`config.mk`:
```
export PLATFORM = sky130hd
export DESIGN_NAME = sciopt_top
export DESIGN_NICKNAME = d
export VERILOG_FILES = /design/src/common/sciopt_pkg.sv /design/src/hdl/sciopt_parity.sv /design/src/hdl/sciopt_top.sv
export VERILOG_INCLUDE_DIRS = /design/src /design/src/common
export SDC_FILE = /design/constraint.sdc
export NUM_CORES = 1
export LEC_CHECK = 0
export BUFFER_PORTS_ARGS = -buffer_cell sky130_fd_sc_hd__buf_2
export CORE_MARGIN = 4
export CORE_UTILIZATION = 45
export DETAILED_ROUTE_END_ITERATION = 12
export GPL_TIMING_DRIVEN = 0
export PLACE_DENSITY_LB_ADDON = 0.25
export SETUP_SLACK_MARGIN = 0.2
export SYNTH_ARGS = -nofsm -noshare
export SYNTH_HDL_FRONTEND = slang
export SYNTH_HIERARCHICAL = 1
export SYNTH_SLANG_ARGS = --single-unit
```
`constraint.sdc`:
```
create_clock -name CORE_CLK -period 2 [get_ports CORE_CLK]
set_input_delay 0.5 -clock CORE_CLK [delete_from_list [all_inputs] [get_ports CORE_CLK]]
set_output_delay 0.5 -clock CORE_CLK [all_outputs]
set_load 0.01 [all_outputs]
```
`src/common/sciopt_defines.svh`:
```
/*
 * Register offsets, field positions, reset values and event bit indices for the
 * serial option control block.
 * Assumes inclusion by bare name from sciopt_top and the testbench.
 */
`ifndef SCIOPT_DEFINES_SVH
`define SCIOPT_DEFINES_SVH

// ----------------------------------------------------------------------
// register offsets
// ----------------------------------------------------------------------
`define SCIOPT_ADDR_OPT      3'h0
`define SCIOPT_ADDR_ENA      3'h1
`define SCIOPT_ADDR_IRQ_STS  3'h2
`define SCIOPT_ADDR_IRQ_MSK  3'h3
`define SCIOPT_ADDR_STATE    3'h4

// ----------------------------------------------------------------------
// option control fields
// ----------------------------------------------------------------------
`define SCIOPT_LOOP_BIT      7
`define SCIOPT_FREEZE_BIT    6
`define SCIOPT_RX_SOURCE_SELECT_BIT      5
`define SCIOPT_NINE_BIT      4
`define SCIOPT_WAKE_BIT      3
`define SCIOPT_IDLE_BIT      2
`define SCIOPT_PEN_BIT       1
`define SCIOPT_PODD_BIT      0

// ----------------------------------------------------------------------
// enable / interrupt control fields
// ----------------------------------------------------------------------
`define SCIOPT_TXE_IE_BIT    7
`define SCIOPT_TC_IE_BIT     6

// ----------------------------------------------------------------------
// sticky event bits
// ----------------------------------------------------------------------
`define SCIOPT_EV_TXE        0
`define SCIOPT_EV_TC         1
`define SCIOPT_EV_PERR       2

// ----------------------------------------------------------------------
// reset values
// ----------------------------------------------------------------------
`define SCIOPT_OPT_RST       8'h00
`define SCIOPT_ENA_RST       8'h00
`define SCIOPT_STS_RST       3'h0
`define SCIOPT_MSK_RST       3'h0

`endif

```
`src/common/sciopt_pkg.sv`:
```
/*
 * Types shared by the serial option control design files.
 * Assumes sciopt_defines.svh is on the include path.
 */
package sciopt_pkg;

    // ------------------------------------------------------------------
    // line routing modes
    // ------------------------------------------------------------------
    typedef enum logic [2:0] {
        SCIOPT_MODE_NORMAL = 3'h1,
        SCIOPT_MODE_LOOP   = 3'h2,
        SCIOPT_MODE_SINGLE = 3'h4
    } sciopt_mode_t;

    typedef logic [7:0] sciopt_byte_t;
    typedef logic [8:0] sciopt_char_t;

endpackage

```
`src/hdl/sciopt_parity.sv`:
```
/*
 * Parity generator and checker for 8- or 9-bit characters.
 * Assumes the character's most significant bit is the parity position.
 */
`timescale 1ns/1ps
`default_nettype none

module sciopt_parity
    import sciopt_pkg::*;
(
    input  wire logic         nine_bit,
    input  wire logic         odd_sel,
    input  wire sciopt_char_t tx_char,
    input  wire sciopt_char_t rx_char,
    output logic              gen_bit,
    output logic              check_fail
);

    sciopt_char_t lo_mask;
    sciopt_char_t full_mask;

    // ------------------------------------------------------------------
    // data bits below the parity position
    // ------------------------------------------------------------------
    genvar i;
    generate
        for (i = 0; i < 9; i++) begin : g_mask
            assign lo_mask[i] = nine_bit ? (i < 8) : (i < 7);
            assign full_mask[i] = nine_bit ? 1'b1 : (i < 8);
        end
    endgenerate

    // total ones including parity must match odd_sel
    assign gen_bit = (^(tx_char & lo_mask)) ^ odd_sel;
    assign check_fail = (^(rx_char & full_mask)) != odd_sel;

endmodule

`default_nettype wire

```
`src/hdl/sciopt_top.sv`:
```
/*
 * Option and enable control for an asynchronous serial interface: line
 * routing, wait freeze, format selects, parity and transmit interrupts.
 * Assumes a single CORE_CLK domain; serializer signals are synchronous,
 * RXD_I and TXD_I come from pins.
 */
// Local design decisions: the strobed register port and the address map.
// Functional notes
// - loop bit set routes transmitter into receiver; clear uses separate pins.
// - freeze bit clear keeps serial clocks in wait; set freezes them.
// - receiver source bit matters only while loop bit is set.
// - loop with source clear is internal loop-back, no pin traffic.
// - loop with source set is single-wire on the transmit pin.
// - length bit clear gives start, eight data LSB first, stop.
// - length bit set adds a ninth data bit before stop.
// - wakeup bit selects idle-line at 0, address-mark at 1.
// - idle origin bit selects counting after start or after stop.
// - parity enable generates and checks parity in the MSB.
// - parity type selects even at 0, odd at 1.
// - transmit-empty enable requests interrupt while buffer-empty flag set.
// - transmit-done enable requests interrupt while done flag set.
// - option register reads back every written bit.
// - enable register is readable and writable at any time.
// - internal loop-back releases the transmit pin even when enabled.
`timescale 1ns/1ps
`default_nettype none
`include "sciopt_defines.svh"

module sciopt_top
    import sciopt_pkg::*;
(
    input  wire logic         CORE_CLK,
    input  wire logic         ARST_N,
    input  wire logic [2:0]   ADDR,
    input  wire sciopt_byte_t WDATA,
    input  wire logic         WR,
    input  wire logic         RD,
    output sciopt_byte_t      RDATA,
    input  wire logic         CPU_WAIT,
    input  wire logic         TX_ENABLE,
    input  wire logic         TX_DIR,
    input  wire logic         TX_SERIAL,
    input  wire logic         RXD_I,
    input  wire logic         TXD_I,
    output logic              TXD_O,
    output logic              TXD_OE,
    output logic              RX_SERIAL,
    output logic              SERIAL_CLK_EN,
    output logic              NINE_BIT_MODE,
    output logic              WAKE_ADDR_MARK,
    output logic              IDLE_AFTER_STOP,
    output logic [5:0]        OTHER_ENABLES,
    input  wire sciopt_char_t TX_CHAR,
    output sciopt_char_t      TX_FRAME_CHAR,
    input  wire sciopt_char_t RX_CHAR,
    input  wire logic         RX_CHAR_VALID,
    output logic              PARITY_ERR,
    input  wire logic         TX_BUF_EMPTY,
    input  wire logic         TX_DONE,
    output logic              TX_EMPTY_IRQ,
    output logic              TX_DONE_IRQ,
    output logic              IRQ
);

    // ------------------------------------------------------------------
    // register file
    // ------------------------------------------------------------------
    sciopt_byte_t opt_r, opt_nxt;
    sciopt_byte_t ena_r, ena_nxt;
    logic [2:0]   sts_r, sts_nxt;
    logic [2:0]   msk_r, msk_nxt;
    sciopt_byte_t rdata_r, rdata_nxt;
    logic [2:0]   events;
    sciopt_mode_t mode_r;

    always_comb begin
        opt_nxt = opt_r;
        ena_nxt = ena_r;
        msk_nxt = msk_r;
        rdata_nxt = 8'h00;
        // new events win over a same-cycle clear
        sts_nxt = sts_r | events;
        if (WR) begin
            case (ADDR)
                `SCIOPT_ADDR_OPT: begin
                    opt_nxt = WDATA;
                end
                `SCIOPT_ADDR_ENA: begin
                    ena_nxt = WDATA;
                end
                `SCIOPT_ADDR_IRQ_STS: begin
                    sts_nxt = (sts_r & ~WDATA[2:0]) | events;
                end
                `SCIOPT_ADDR_IRQ_MSK: begin
                    msk_nxt = WDATA[2:0];
                end
                default: begin
                    opt_nxt = opt_r;
                end
            endcase
        end
        if (RD) begin
            case (ADDR)
                `SCIOPT_ADDR_OPT:     rdata_nxt = opt_r;
                `SCIOPT_ADDR_ENA:     rdata_nxt = ena_r;
                `SCIOPT_ADDR_IRQ_STS: rdata_nxt = {5'h00, sts_r};
                `SCIOPT_ADDR_IRQ_MSK: rdata_nxt = {5'h00, msk_r};
                `SCIOPT_ADDR_STATE:   rdata_nxt = {5'h00, mode_r};
                default:              rdata_nxt = 8'h00;
            endcase
        end
    end

    always_ff @(posedge CORE_CLK or negedge ARST_N) begin
        if (!ARST_N) begin
            opt_r   <= `SCIOPT_OPT_RST;
            ena_r   <= `SCIOPT_ENA_RST;
            sts_r   <= `SCIOPT_STS_RST;
            msk_r   <= `SCIOPT_MSK_RST;
            rdata_r <= 8'h00;
        end else begin
            opt_r   <= opt_nxt;
            ena_r   <= ena_nxt;
            sts_r   <= sts_nxt;
            msk_r   <= msk_nxt;
            rdata_r <= rdata_nxt;
        end
    end

    assign RDATA = rdata_r;

    // ------------------------------------------------------------------
    // pin synchronisers
    // ------------------------------------------------------------------
    // a change counts only once stages two and three agree
    logic [2:0] rxd_sync_r, rxd_sync_nxt;
    logic [2:0] txd_sync_r, txd_sync_nxt;
    logic       rxd_filt_r, rxd_filt_nxt;
    logic       txd_filt_r, txd_filt_nxt;

    always_comb begin
        rxd_sync_nxt = {rxd_sync_r[1:0], RXD_I};
        txd_sync_nxt = {txd_sync_r[1:0], TXD_I};
        rxd_filt_nxt = rxd_filt_r;
        txd_filt_nxt = txd_filt_r;
        if (rxd_sync_r[1] == rxd_sync_r[2]) begin
            rxd_filt_nxt = rxd_sync_r[2];
        end
        if (txd_sync_r[1] == txd_sync_r[2]) begin
            txd_filt_nxt = txd_sync_r[2];
        end
    end

    // idle line is high, so the chain resets to ones
    always_ff @(posedge CORE_CLK or negedge ARST_N) begin
        if (!ARST_N) begin
            rxd_sync_r <= 3'h7;
            txd_sync_r <= 3'h7;
            rxd_filt_r <= 1'b1;
            txd_filt_r <= 1'b1;
        end else begin
            rxd_sync_r <= rxd_sync_nxt;
            txd_sync_r <= txd_sync_nxt;
            rxd_filt_r <= rxd_filt_nxt;
            txd_filt_r <= txd_filt_nxt;
        end
    end

    // ------------------------------------------------------------------
    // routing mode and line steering
    // ------------------------------------------------------------------
    sciopt_mode_t mode_nxt;
    logic         rx_ser_r, rx_ser_nxt;
    logic         txd_o_r, txd_o_nxt;
    logic         txd_oe_r, txd_oe_nxt;

    always_comb begin
        mode_nxt = SCIOPT_MODE_NORMAL;
        if (opt_r[`SCIOPT_LOOP_BIT]) begin
            // source select is ignored outside loop modes
            mode_nxt = opt_r[`SCIOPT_RX_SOURCE_SELECT_BIT] ? SCIOPT_MODE_SINGLE
                                               : SCIOPT_MODE_LOOP;
        end
        rx_ser_nxt = rxd_filt_r;
        txd_o_nxt  = 1'b1;
        txd_oe_nxt = 1'b0;
        case (mode_r)
            SCIOPT_MODE_NORMAL: begin
                rx_ser_nxt = rxd_filt_r;
                txd_o_nxt  = TX_SERIAL;
                txd_oe_nxt = TX_ENABLE;
            end
            SCIOPT_MODE_LOOP: begin
                rx_ser_nxt = TX_SERIAL;
                txd_o_nxt  = 1'b1;
                txd_oe_nxt = 1'b0;
            end
            SCIOPT_MODE_SINGLE: begin
                // direction input turns the shared wire around
                txd_o_nxt  = TX_SERIAL;
                txd_oe_nxt = TX_ENABLE & TX_DIR;
                rx_ser_nxt = txd_oe_nxt ? TX_SERIAL : txd_filt_r;
            end
            default: begin
                rx_ser_nxt = 1'b1;
                txd_o_nxt  = 1'b1;
                txd_oe_nxt = 1'b0;
            end
        endcase
    end

    always_ff @(posedge CORE_CLK or negedge ARST_N) begin
        if (!ARST_N) begin
            mode_r   <= SCIOPT_MODE_NORMAL;
            rx_ser_r <= 1'b1;
            txd_o_r  <= 1'b1;
            txd_oe_r <= 1'b0;
        end else begin
            mode_r   <= mode_nxt;
            rx_ser_r <= rx_ser_nxt;
            txd_o_r  <= txd_o_nxt;
            txd_oe_r <= txd_oe_nxt;
        end
    end

    assign RX_SERIAL = rx_ser_r;
    assign TXD_O     = txd_o_r;
    assign TXD_OE    = txd_oe_r;

    // ------------------------------------------------------------------
    // format, wakeup and clock selects
    // ------------------------------------------------------------------
    logic       clk_en_r, clk_en_nxt;
    logic [2:0] fmt_r, fmt_nxt;
    logic [5:0] oth_r, oth_nxt;

    always_comb begin
        clk_en_nxt = !(CPU_WAIT && opt_r[`SCIOPT_FREEZE_BIT]);
        fmt_nxt[2] = opt_r[`SCIOPT_NINE_BIT];
        fmt_nxt[1] = opt_r[`SCIOPT_WAKE_BIT];
        fmt_nxt[0] = opt_r[`SCIOPT_IDLE_BIT];
        oth_nxt    = ena_r[5:0];
    end

    always_ff @(posedge CORE_CLK or negedge ARST_N) begin
        if (!ARST_N) begin
            clk_en_r <= 1'b1;
            fmt_r    <= 3'h0;
            oth_r    <= 6'h00;
        end else begin
            clk_en_r <= clk_en_nxt;
            fmt_r    <= fmt_nxt;
            oth_r    <= oth_nxt;
        end
    end

    assign SERIAL_CLK_EN   = clk_en_r;
    assign NINE_BIT_MODE   = fmt_r[2];
    assign WAKE_ADDR_MARK  = fmt_r[1];
    assign IDLE_AFTER_STOP = fmt_r[0];
    assign OTHER_ENABLES   = oth_r;

    // ------------------------------------------------------------------
    // parity generation and checking
    // ------------------------------------------------------------------
    logic         par_bit;
    logic         par_fail;
    sciopt_char_t frame_r, frame_nxt;
    logic         perr_r, perr_nxt;

    sciopt_parity sciopt_parity_inst (
        .nine_bit   (opt_r[`SCIOPT_NINE_BIT]),
        .odd_sel    (opt_r[`SCIOPT_PODD_BIT]),
        .tx_char    (TX_CHAR),
        .rx_char    (RX_CHAR),
        .gen_bit    (par_bit),
        .check_fail (par_fail)
    );

    always_comb begin
        frame_nxt = TX_CHAR;
        if (opt_r[`SCIOPT_PEN_BIT]) begin
            if (opt_r[`SCIOPT_NINE_BIT]) begin
                frame_nxt[8] = par_bit;
            end else begin
                frame_nxt[7] = par_bit;
                frame_nxt[8] = 1'b0;
            end
        end
        perr_nxt = RX_CHAR_VALID && opt_r[`SCIOPT_PEN_BIT] && par_fail;
    end

    always_ff @(posedge CORE_CLK or negedge ARST_N) begin
        if (!ARST_N) begin
            frame_r <= 9'h000;
            perr_r  <= 1'b0;
        end else begin
            frame_r <= frame_nxt;
            perr_r  <= perr_nxt;
        end
    end

    assign TX_FRAME_CHAR = frame_r;
    assign PARITY_ERR    = perr_r;

    // ------------------------------------------------------------------
    // interrupts
    // ------------------------------------------------------------------
    logic txe_d_r, txe_d_nxt;
    logic tc_d_r, tc_d_nxt;
    logic txe_irq_r, txe_irq_nxt;
    logic tc_irq_r, tc_irq_nxt;
    logic irq_r, irq_nxt;

    always_comb begin
        txe_d_nxt = TX_BUF_EMPTY;
        tc_d_nxt  = TX_DONE;
        events[`SCIOPT_EV_TXE]  = TX_BUF_EMPTY && !txe_d_r;
        events[`SCIOPT_EV_TC]   = TX_DONE && !tc_d_r;
        events[`SCIOPT_EV_PERR] = perr_nxt;
        // level requests follow the flags, not the sticky copies
        txe_irq_nxt = ena_r[`SCIOPT_TXE_IE_BIT] && TX_BUF_EMPTY;
        tc_irq_nxt  = ena_r[`SCIOPT_TC_IE_BIT] && TX_DONE;
        irq_nxt     = |(sts_nxt & msk_nxt);
    end

    always_ff @(posedge CORE_CLK or negedge ARST_N) begin
        if (!ARST_N) begin
            txe_d_r   <= 1'b0;
            tc_d_r    <= 1'b0;
            txe_irq_r <= 1'b0;
            tc_irq_r  <= 1'b0;
            irq_r     <= 1'b0;
        end else begin
            txe_d_r   <= txe_d_nxt;
            tc_d_r    <= tc_d_nxt;
            txe_irq_r <= txe_irq_nxt;
            tc_irq_r  <= tc_irq_nxt;
            irq_r     <= irq_nxt;
        end
    end

    assign TX_EMPTY_IRQ = txe_irq_r;
    assign TX_DONE_IRQ  = tc_irq_r;
    assign IRQ          = irq_r;
endmodule

`default_nettype wire

```
* After elaboration in Yosys (flattened, before gate mapping) *
Index checks and enable logic that the tools add are counted.

word-level totals
  register bits = 69
  output and inout bits = 34
  logic and storage cells = 75
  input bits = 42

cells by class
  multiplexer cells = 16
  bitwise operators = 9
  reduce and logical (&&, ||, !) cells = 17
  eq/ne operators = 10

operators by type and width
  operator                                                          number
  8-bit one-hot mux with 5 select lines                             1
  3-bit 2-to-1 mux                                                  6
  9-bit parity                                                      2
  9-bit by 8-bit bitwise AND with 9-bit output                      1
  9-bit bitwise AND                                                 1
  3-bit by 2-bit == test with 1-bit output (second input constant)  3
  8-bit 2-to-1 mux                                                  1
  1-bit logical AND                                                 7
  3-bit bitwise AND                                                 2
  3-bit by 1-bit == test with 1-bit output (second input constant)  2
  3-bit == test (second input constant)                             2
  3-bit OR                                                          2
  1-bit 2-to-1 mux                                                  5
  2-bit AND reduction                                               2
  1-bit zero test                                                   3
  3-bit zero test                                                   1
  3-bit inverter                                                    1
  1-bit one-hot mux with 3 select lines                             1
  3-bit OR reduction                                                1
  1-bit == test                                                     2
  2-bit 2-to-1 mux                                                  1
  1-bit one-hot mux with 2 select lines                             1
  2-bit OR reduction                                                1
  1-bit bitwise AND                                                 1
  2 further kinds                                                   2

* Longest topological paths before layout *
  depth after elaboration = 10
  mapped depth = 6
  gate-level depth less buffers = 6

* Modules after synthesis *
The synthesis kept the hierarchy.

modules (own cells, without submodules)
  module         times used  area each (sq um)  cells an instance
  sciopt_top     1           2496.1             172
  sciopt_parity  1           166.4              17

* Worst setup path after synthesis *
No wires, ideal clock.

  kind = input -> register
  from = input RX_CHAR[7]
  to = register irq_r, in the netlist IRQ
  slack = 0.089 ns
  stages on the path = 6
  arrival time = 1.785 ns
  path through = xnor2_1 -> xnor2_1 -> xnor3_1 -> and3_1 -> a21o_1 -> a221o_1

on the way
  word-level cells in the longest chain between the ends = 9

RTL lines
  element                             RTL line                            text
  from (decl)                         sciopt_top.sv:55                    input wire sciopt_char_t RX_CHAR,
  9-bit bitwise AND *                 sciopt_parity.sv:35                 assign check_fail = (^(rx_char & full_mask)) != odd_sel;
  9-bit parity *                      sciopt_parity.sv:35
  1-bit inequality test *             sciopt_parity.sv:35
  named net par_fail                  sciopt_top.sv:267                   logic par_fail;
  1-bit logical AND *                 sciopt_top.sv:290                   perr_nxt = RX_CHAR_VALID && opt_r[`SCIOPT_PEN_BIT] && par_fail;
  named net perr_nxt                  sciopt_top.sv:269                   logic perr_r, perr_nxt;
  3-bit OR, on equally long branches  sciopt_top.sv:82, sciopt_top.sv:92
  3-bit 2-to-1 mux                    sciopt_top.sv:84                    case (ADDR)
  3-bit 2-to-1 mux *                  sciopt_top.sv:83                    if (WR) begin
  named net sts_nxt[2]                sciopt_top.sv:70                    logic [2:0] sts_r, sts_nxt;
  3-bit bitwise AND *                 sciopt_top.sv:324                   irq_nxt = |(sts_nxt & msk_nxt);
  3-bit OR reduction *                sciopt_top.sv:324
  named net irq_nxt                   sciopt_top.sv:313                   logic irq_r, irq_nxt;
  to (signal assigned)                sciopt_top.sv:339                   irq_r <= irq_nxt;
  to (decl)                           sciopt_top.sv:313

Mark *: on every way through the listed nets, which the timed path passes. The rest lies on a longest branch.
A chain may end at the register's enable or synchronous reset.

* Worst setup path after layout *
  from = input RX_CHAR[0]
  to = register irq_r, in the netlist IRQ

The elaborated chain is that of the path after synthesis.

==> results_dict.tcl <==
set metrics [dict create \
    final.setup.tns_ns 0 \
    hold_slack_ns 0.266 \
    track_usage 0.157 \
    drive_gt1_frac 0.431 \
    wl_met1_um 2220 \
    critical_path.cell_chain "buf_2 > xnor2_4 > xnor2_1 > xnor3_1 > and3_1 > a21o_1 > a221o_1" \
    syn_area_per_cell_um2 14.1 \
    yosysSeqAreaShare 0.654 \
    drc 0 \
    drv_slew 0 \
    dr.max_layer_used "met4" \
    rsz0062_at_grt "false" \
    maxCapViolations 0 \
    finClkSkew_ns 0.00502 \
    peakVddDrop_uv 701 \
    dp.final_hpwl_um 3710 \
    clk_pin_slew_ns 0.07 \
    ys_types 36 \
    cts_tree "done" \
    pin_count 76 \
    syn_to_final_growth_pct 28.8 \
    max_stage_delay_ns 0.39 \
    critPathBufInv 1 \
    die_height_um 84.9 \
    final_nets 318 \
    setup_slack_ns 0.253 \
    slowest_stage "xnor3_1" \
    fillCellCount 469 \
    h-tree-depth 3 \
    grt_max_degree 70 \
    fin_crit_ns 1.75 \
    cp-end-kind "flop" \
    wl_um 5070 \
    crit_arrival_ns 1.96 \
    finalCritPeriodShare 0.874 \
    p_int_mw 2.70 \
    power_density_nw_per_um2 1050 \
    p_sw_mw 0.912 \
    syn_inst 189 \
    fp.dieW_um 84.9 \
    worstPathRequired_ns 2.22 \
    overflow 0 \
    max-slew-margin-rel 0.456 \
    fmax_mhz 572 \
    power_frac_comb 0.176 \
    vias 1686 \
    p_clk_frac 0.338 \
    cts_num_sinks 69 \
    status "complete, no violations" \
    coreArea_um2 5610 \
    leakagePower_nw 1.67 \
    cp-start-kind "input pin" \
    place.gp.congestion 0.854 \
    path_max_fanout 2 \
    pre_cts_ws_ns -0.105 \
    cts-root-buf "clkbuf_8" \
    clockBufferDepth 2 \
    antenna_found_initial 0 \
    n_antenna_cell 0 \
    port_buffers 74 \
    dieArea_um2 7210 \
    dr_wl_met2_um 2400 \
    dr_wl_met3_um 374 \
    critPathKind "in2reg" \
    grt_pass1_vias 1786 \
    start_util 0.475 \
    worstMarginPinSlew_ns 0.816 \
    vias_per_cell 4.78 \
    drtAntennaViolNets 0 \
    setup_viol 0 \
    drt_iter0_drc 82 \
    yosys_register_bits 69 \
    syn_area_um2 2660 \
    wire_per_inst_um 14.4 \
    yosys_warnings 6 \
    synth_nets 231 \
    firstDrtPassIters 4 \
    seqPwrFrac 0.486 \
    hold_viol_final 0 \
    numCtsBuffers 9 \
    grt_pass1_wl_um 8670 \
    cts_hold_buf 0 \
    clk_latency_ns 0.33 \
    fp-row-count 27 \
    cp_top_family "XOR/XNOR gates" \
    switching_share 0.253 \
    hold_path.class "in2async" \
]
## kinds of logic after synthesis
family,Yosys count,synth area share
AND/OR/NAND/NOR,45,0.0963
multiplexers,27,0.113
AO/OA/AOI/OAI,22,0.0503
flip-flops,69,0.654
buffers and inverters,9,0.0188
XOR/XNOR,15,0.0597
adder cells (fa/ha/maj),2,0.00752
## repair_timing
item	in CTS	in global routing
setup endpoints to repair	1	1
pin swaps	0	1
setup buffers	1	1
resized for setup	2	2
## metal layers
metal	vias to the layer above	global-route usage
li1	820	-
met1	810	0.201
met2	47	0.240
met3	9	0.0709
met4	0	0.0475
met5	-	0
## synth_stat cells (all sizes together)
library cell / instances / share of area
nand2b: 2 / 0.0047
a21boi: 1 / 0.0028
mux2i: 8 / 0.030
nor3b: 4 / 0.011
o21a: 1 / 0.0028
dfstp: 12 / 0.12
xnor3: 2 / 0.017
nor2b: 2 / 0.0047
a22o: 1 / 0.0033
a21o: 1 / 0.0028
xnor2: 12 / 0.039
xor2: 1 / 0.0033
o21ai: 6 / 0.011
nor2: 13 / 0.018
a221o: 1 / 0.0038
nand4b: 2 / 0.012
nor3: 1 / 0.0038
mux2: 19 / 0.083
nand2: 10 / 0.014
nand3: 2 / 0.0038
inv: 5 / 0.0070
or2: 1 / 0.0024
and4bb: 1 / 0.0047
and3: 3 / 0.0070
buf: 4 / 0.012
maj3: 2 / 0.0075
and2: 4 / 0.0094
dfrtp: 57 / 0.54
a22oi: 3 / 0.0085
a21oi: 8 / 0.015
## cell type report
type | instances | area, um^2 | area share
multi-input cells | 111 | 933 | 0.272
clock inverters | 6 | 86.3 | 0.0252
well taps | 72 | 90.1 | 0.0263
clock buffers | 10 | 138 | 0.0401
flip-flops and latches | 69 | 1740 | 0.509
plain buffers | 4 | 31.3 | 0.00912
repair buffers | 76 | 388 | 0.113
inverters | 5 | 18.8 | 0.00547
## stage by stage
| stage | utilization | instance area, um^2 | instances | power [mW] |
|---|---|---|---|---|
| floorplan | - | 2720 | 189 | 2.13 |
| global placement | 0.566 | 3180 | 335 | 2.39 |
| detailed placement | 0.567 | 3180 | 335 | 2.41 |
| CTS | 0.610 | 3420 | 352 | 3.66 |
| global route | 0.612 | 3430 | 353 | 3.83 |
| finish | 0.612 | 3430 | 353 | 3.61 |
## worst paths after layout
path                          startpoint            end  slack (ns)  cells after the start
setup reg to reg                opt_r[0]            IRQ        0.28                      6
setup / recovery              RX_CHAR[0]            IRQ        0.25                      7
min in group CORE_CLK              TXD_I  txd_sync_r[0]        0.27                      1
max in group asynchronous         ARST_N       opt_r[0]        1.16                      1
hold / removal                    ARST_N       RDATA[2]        0.27                      1
hold reg to reg            rxd_sync_r[0]  rxd_sync_r[1]        0.36                      0
## sequential cells by signal, indices dropped and copies added (netlist names)
register	flops
TX_FRAME_CHAR	9
RDATA	8
ena_r	8
opt_r	8
OTHER_ENABLES	6
fmt_r	3
mode_r	3
msk_r	3
rxd_sync_r	3
sts_r	3
txd_sync_r	3
IRQ	1
PARITY_ERR	1
RX_SERIAL	1
SERIAL_CLK_EN	1
TXD_O	1
TXD_OE	1
TX_DONE_IRQ	1
TX_EMPTY_IRQ	1
rxd_filt_r	1
tc_d_r	1
txd_filt_r	1
txe_d_r	1
## cells in the final DEF (no fill, tap or decap), drive strengths merged, types with 3 or more instances in the layout
cell    netlist  final
mux2i         8      8
xnor2        12     12
and2          4      4
nor3b         4      4
nand2        10     10
nor2         13     13
mux2         19     19
a21oi         8      8
dfrtp        57     57
buf           4     80
inv           5      5
dfstp        12     12
o21ai         6      6
clkinv        0      3
clkbuf        0     10
a22oi         3      3
and3          3      3
## power groups by stage
stage | Sequential, mW | Clock [mW] | Combinational [mW]
after floorplan | 1.81 | 0 | 0.323
after global placement | 1.78 | 0 | 0.606
after detailed placement | 1.79 | 0 | 0.618
after CTS | 1.76 | 1.27 | 0.635
after global routing | 1.79 | 1.34 | 0.706
final | 1.75 | 1.22 | 0.635
Note: power is estimated with default switching activity, not from simulation.
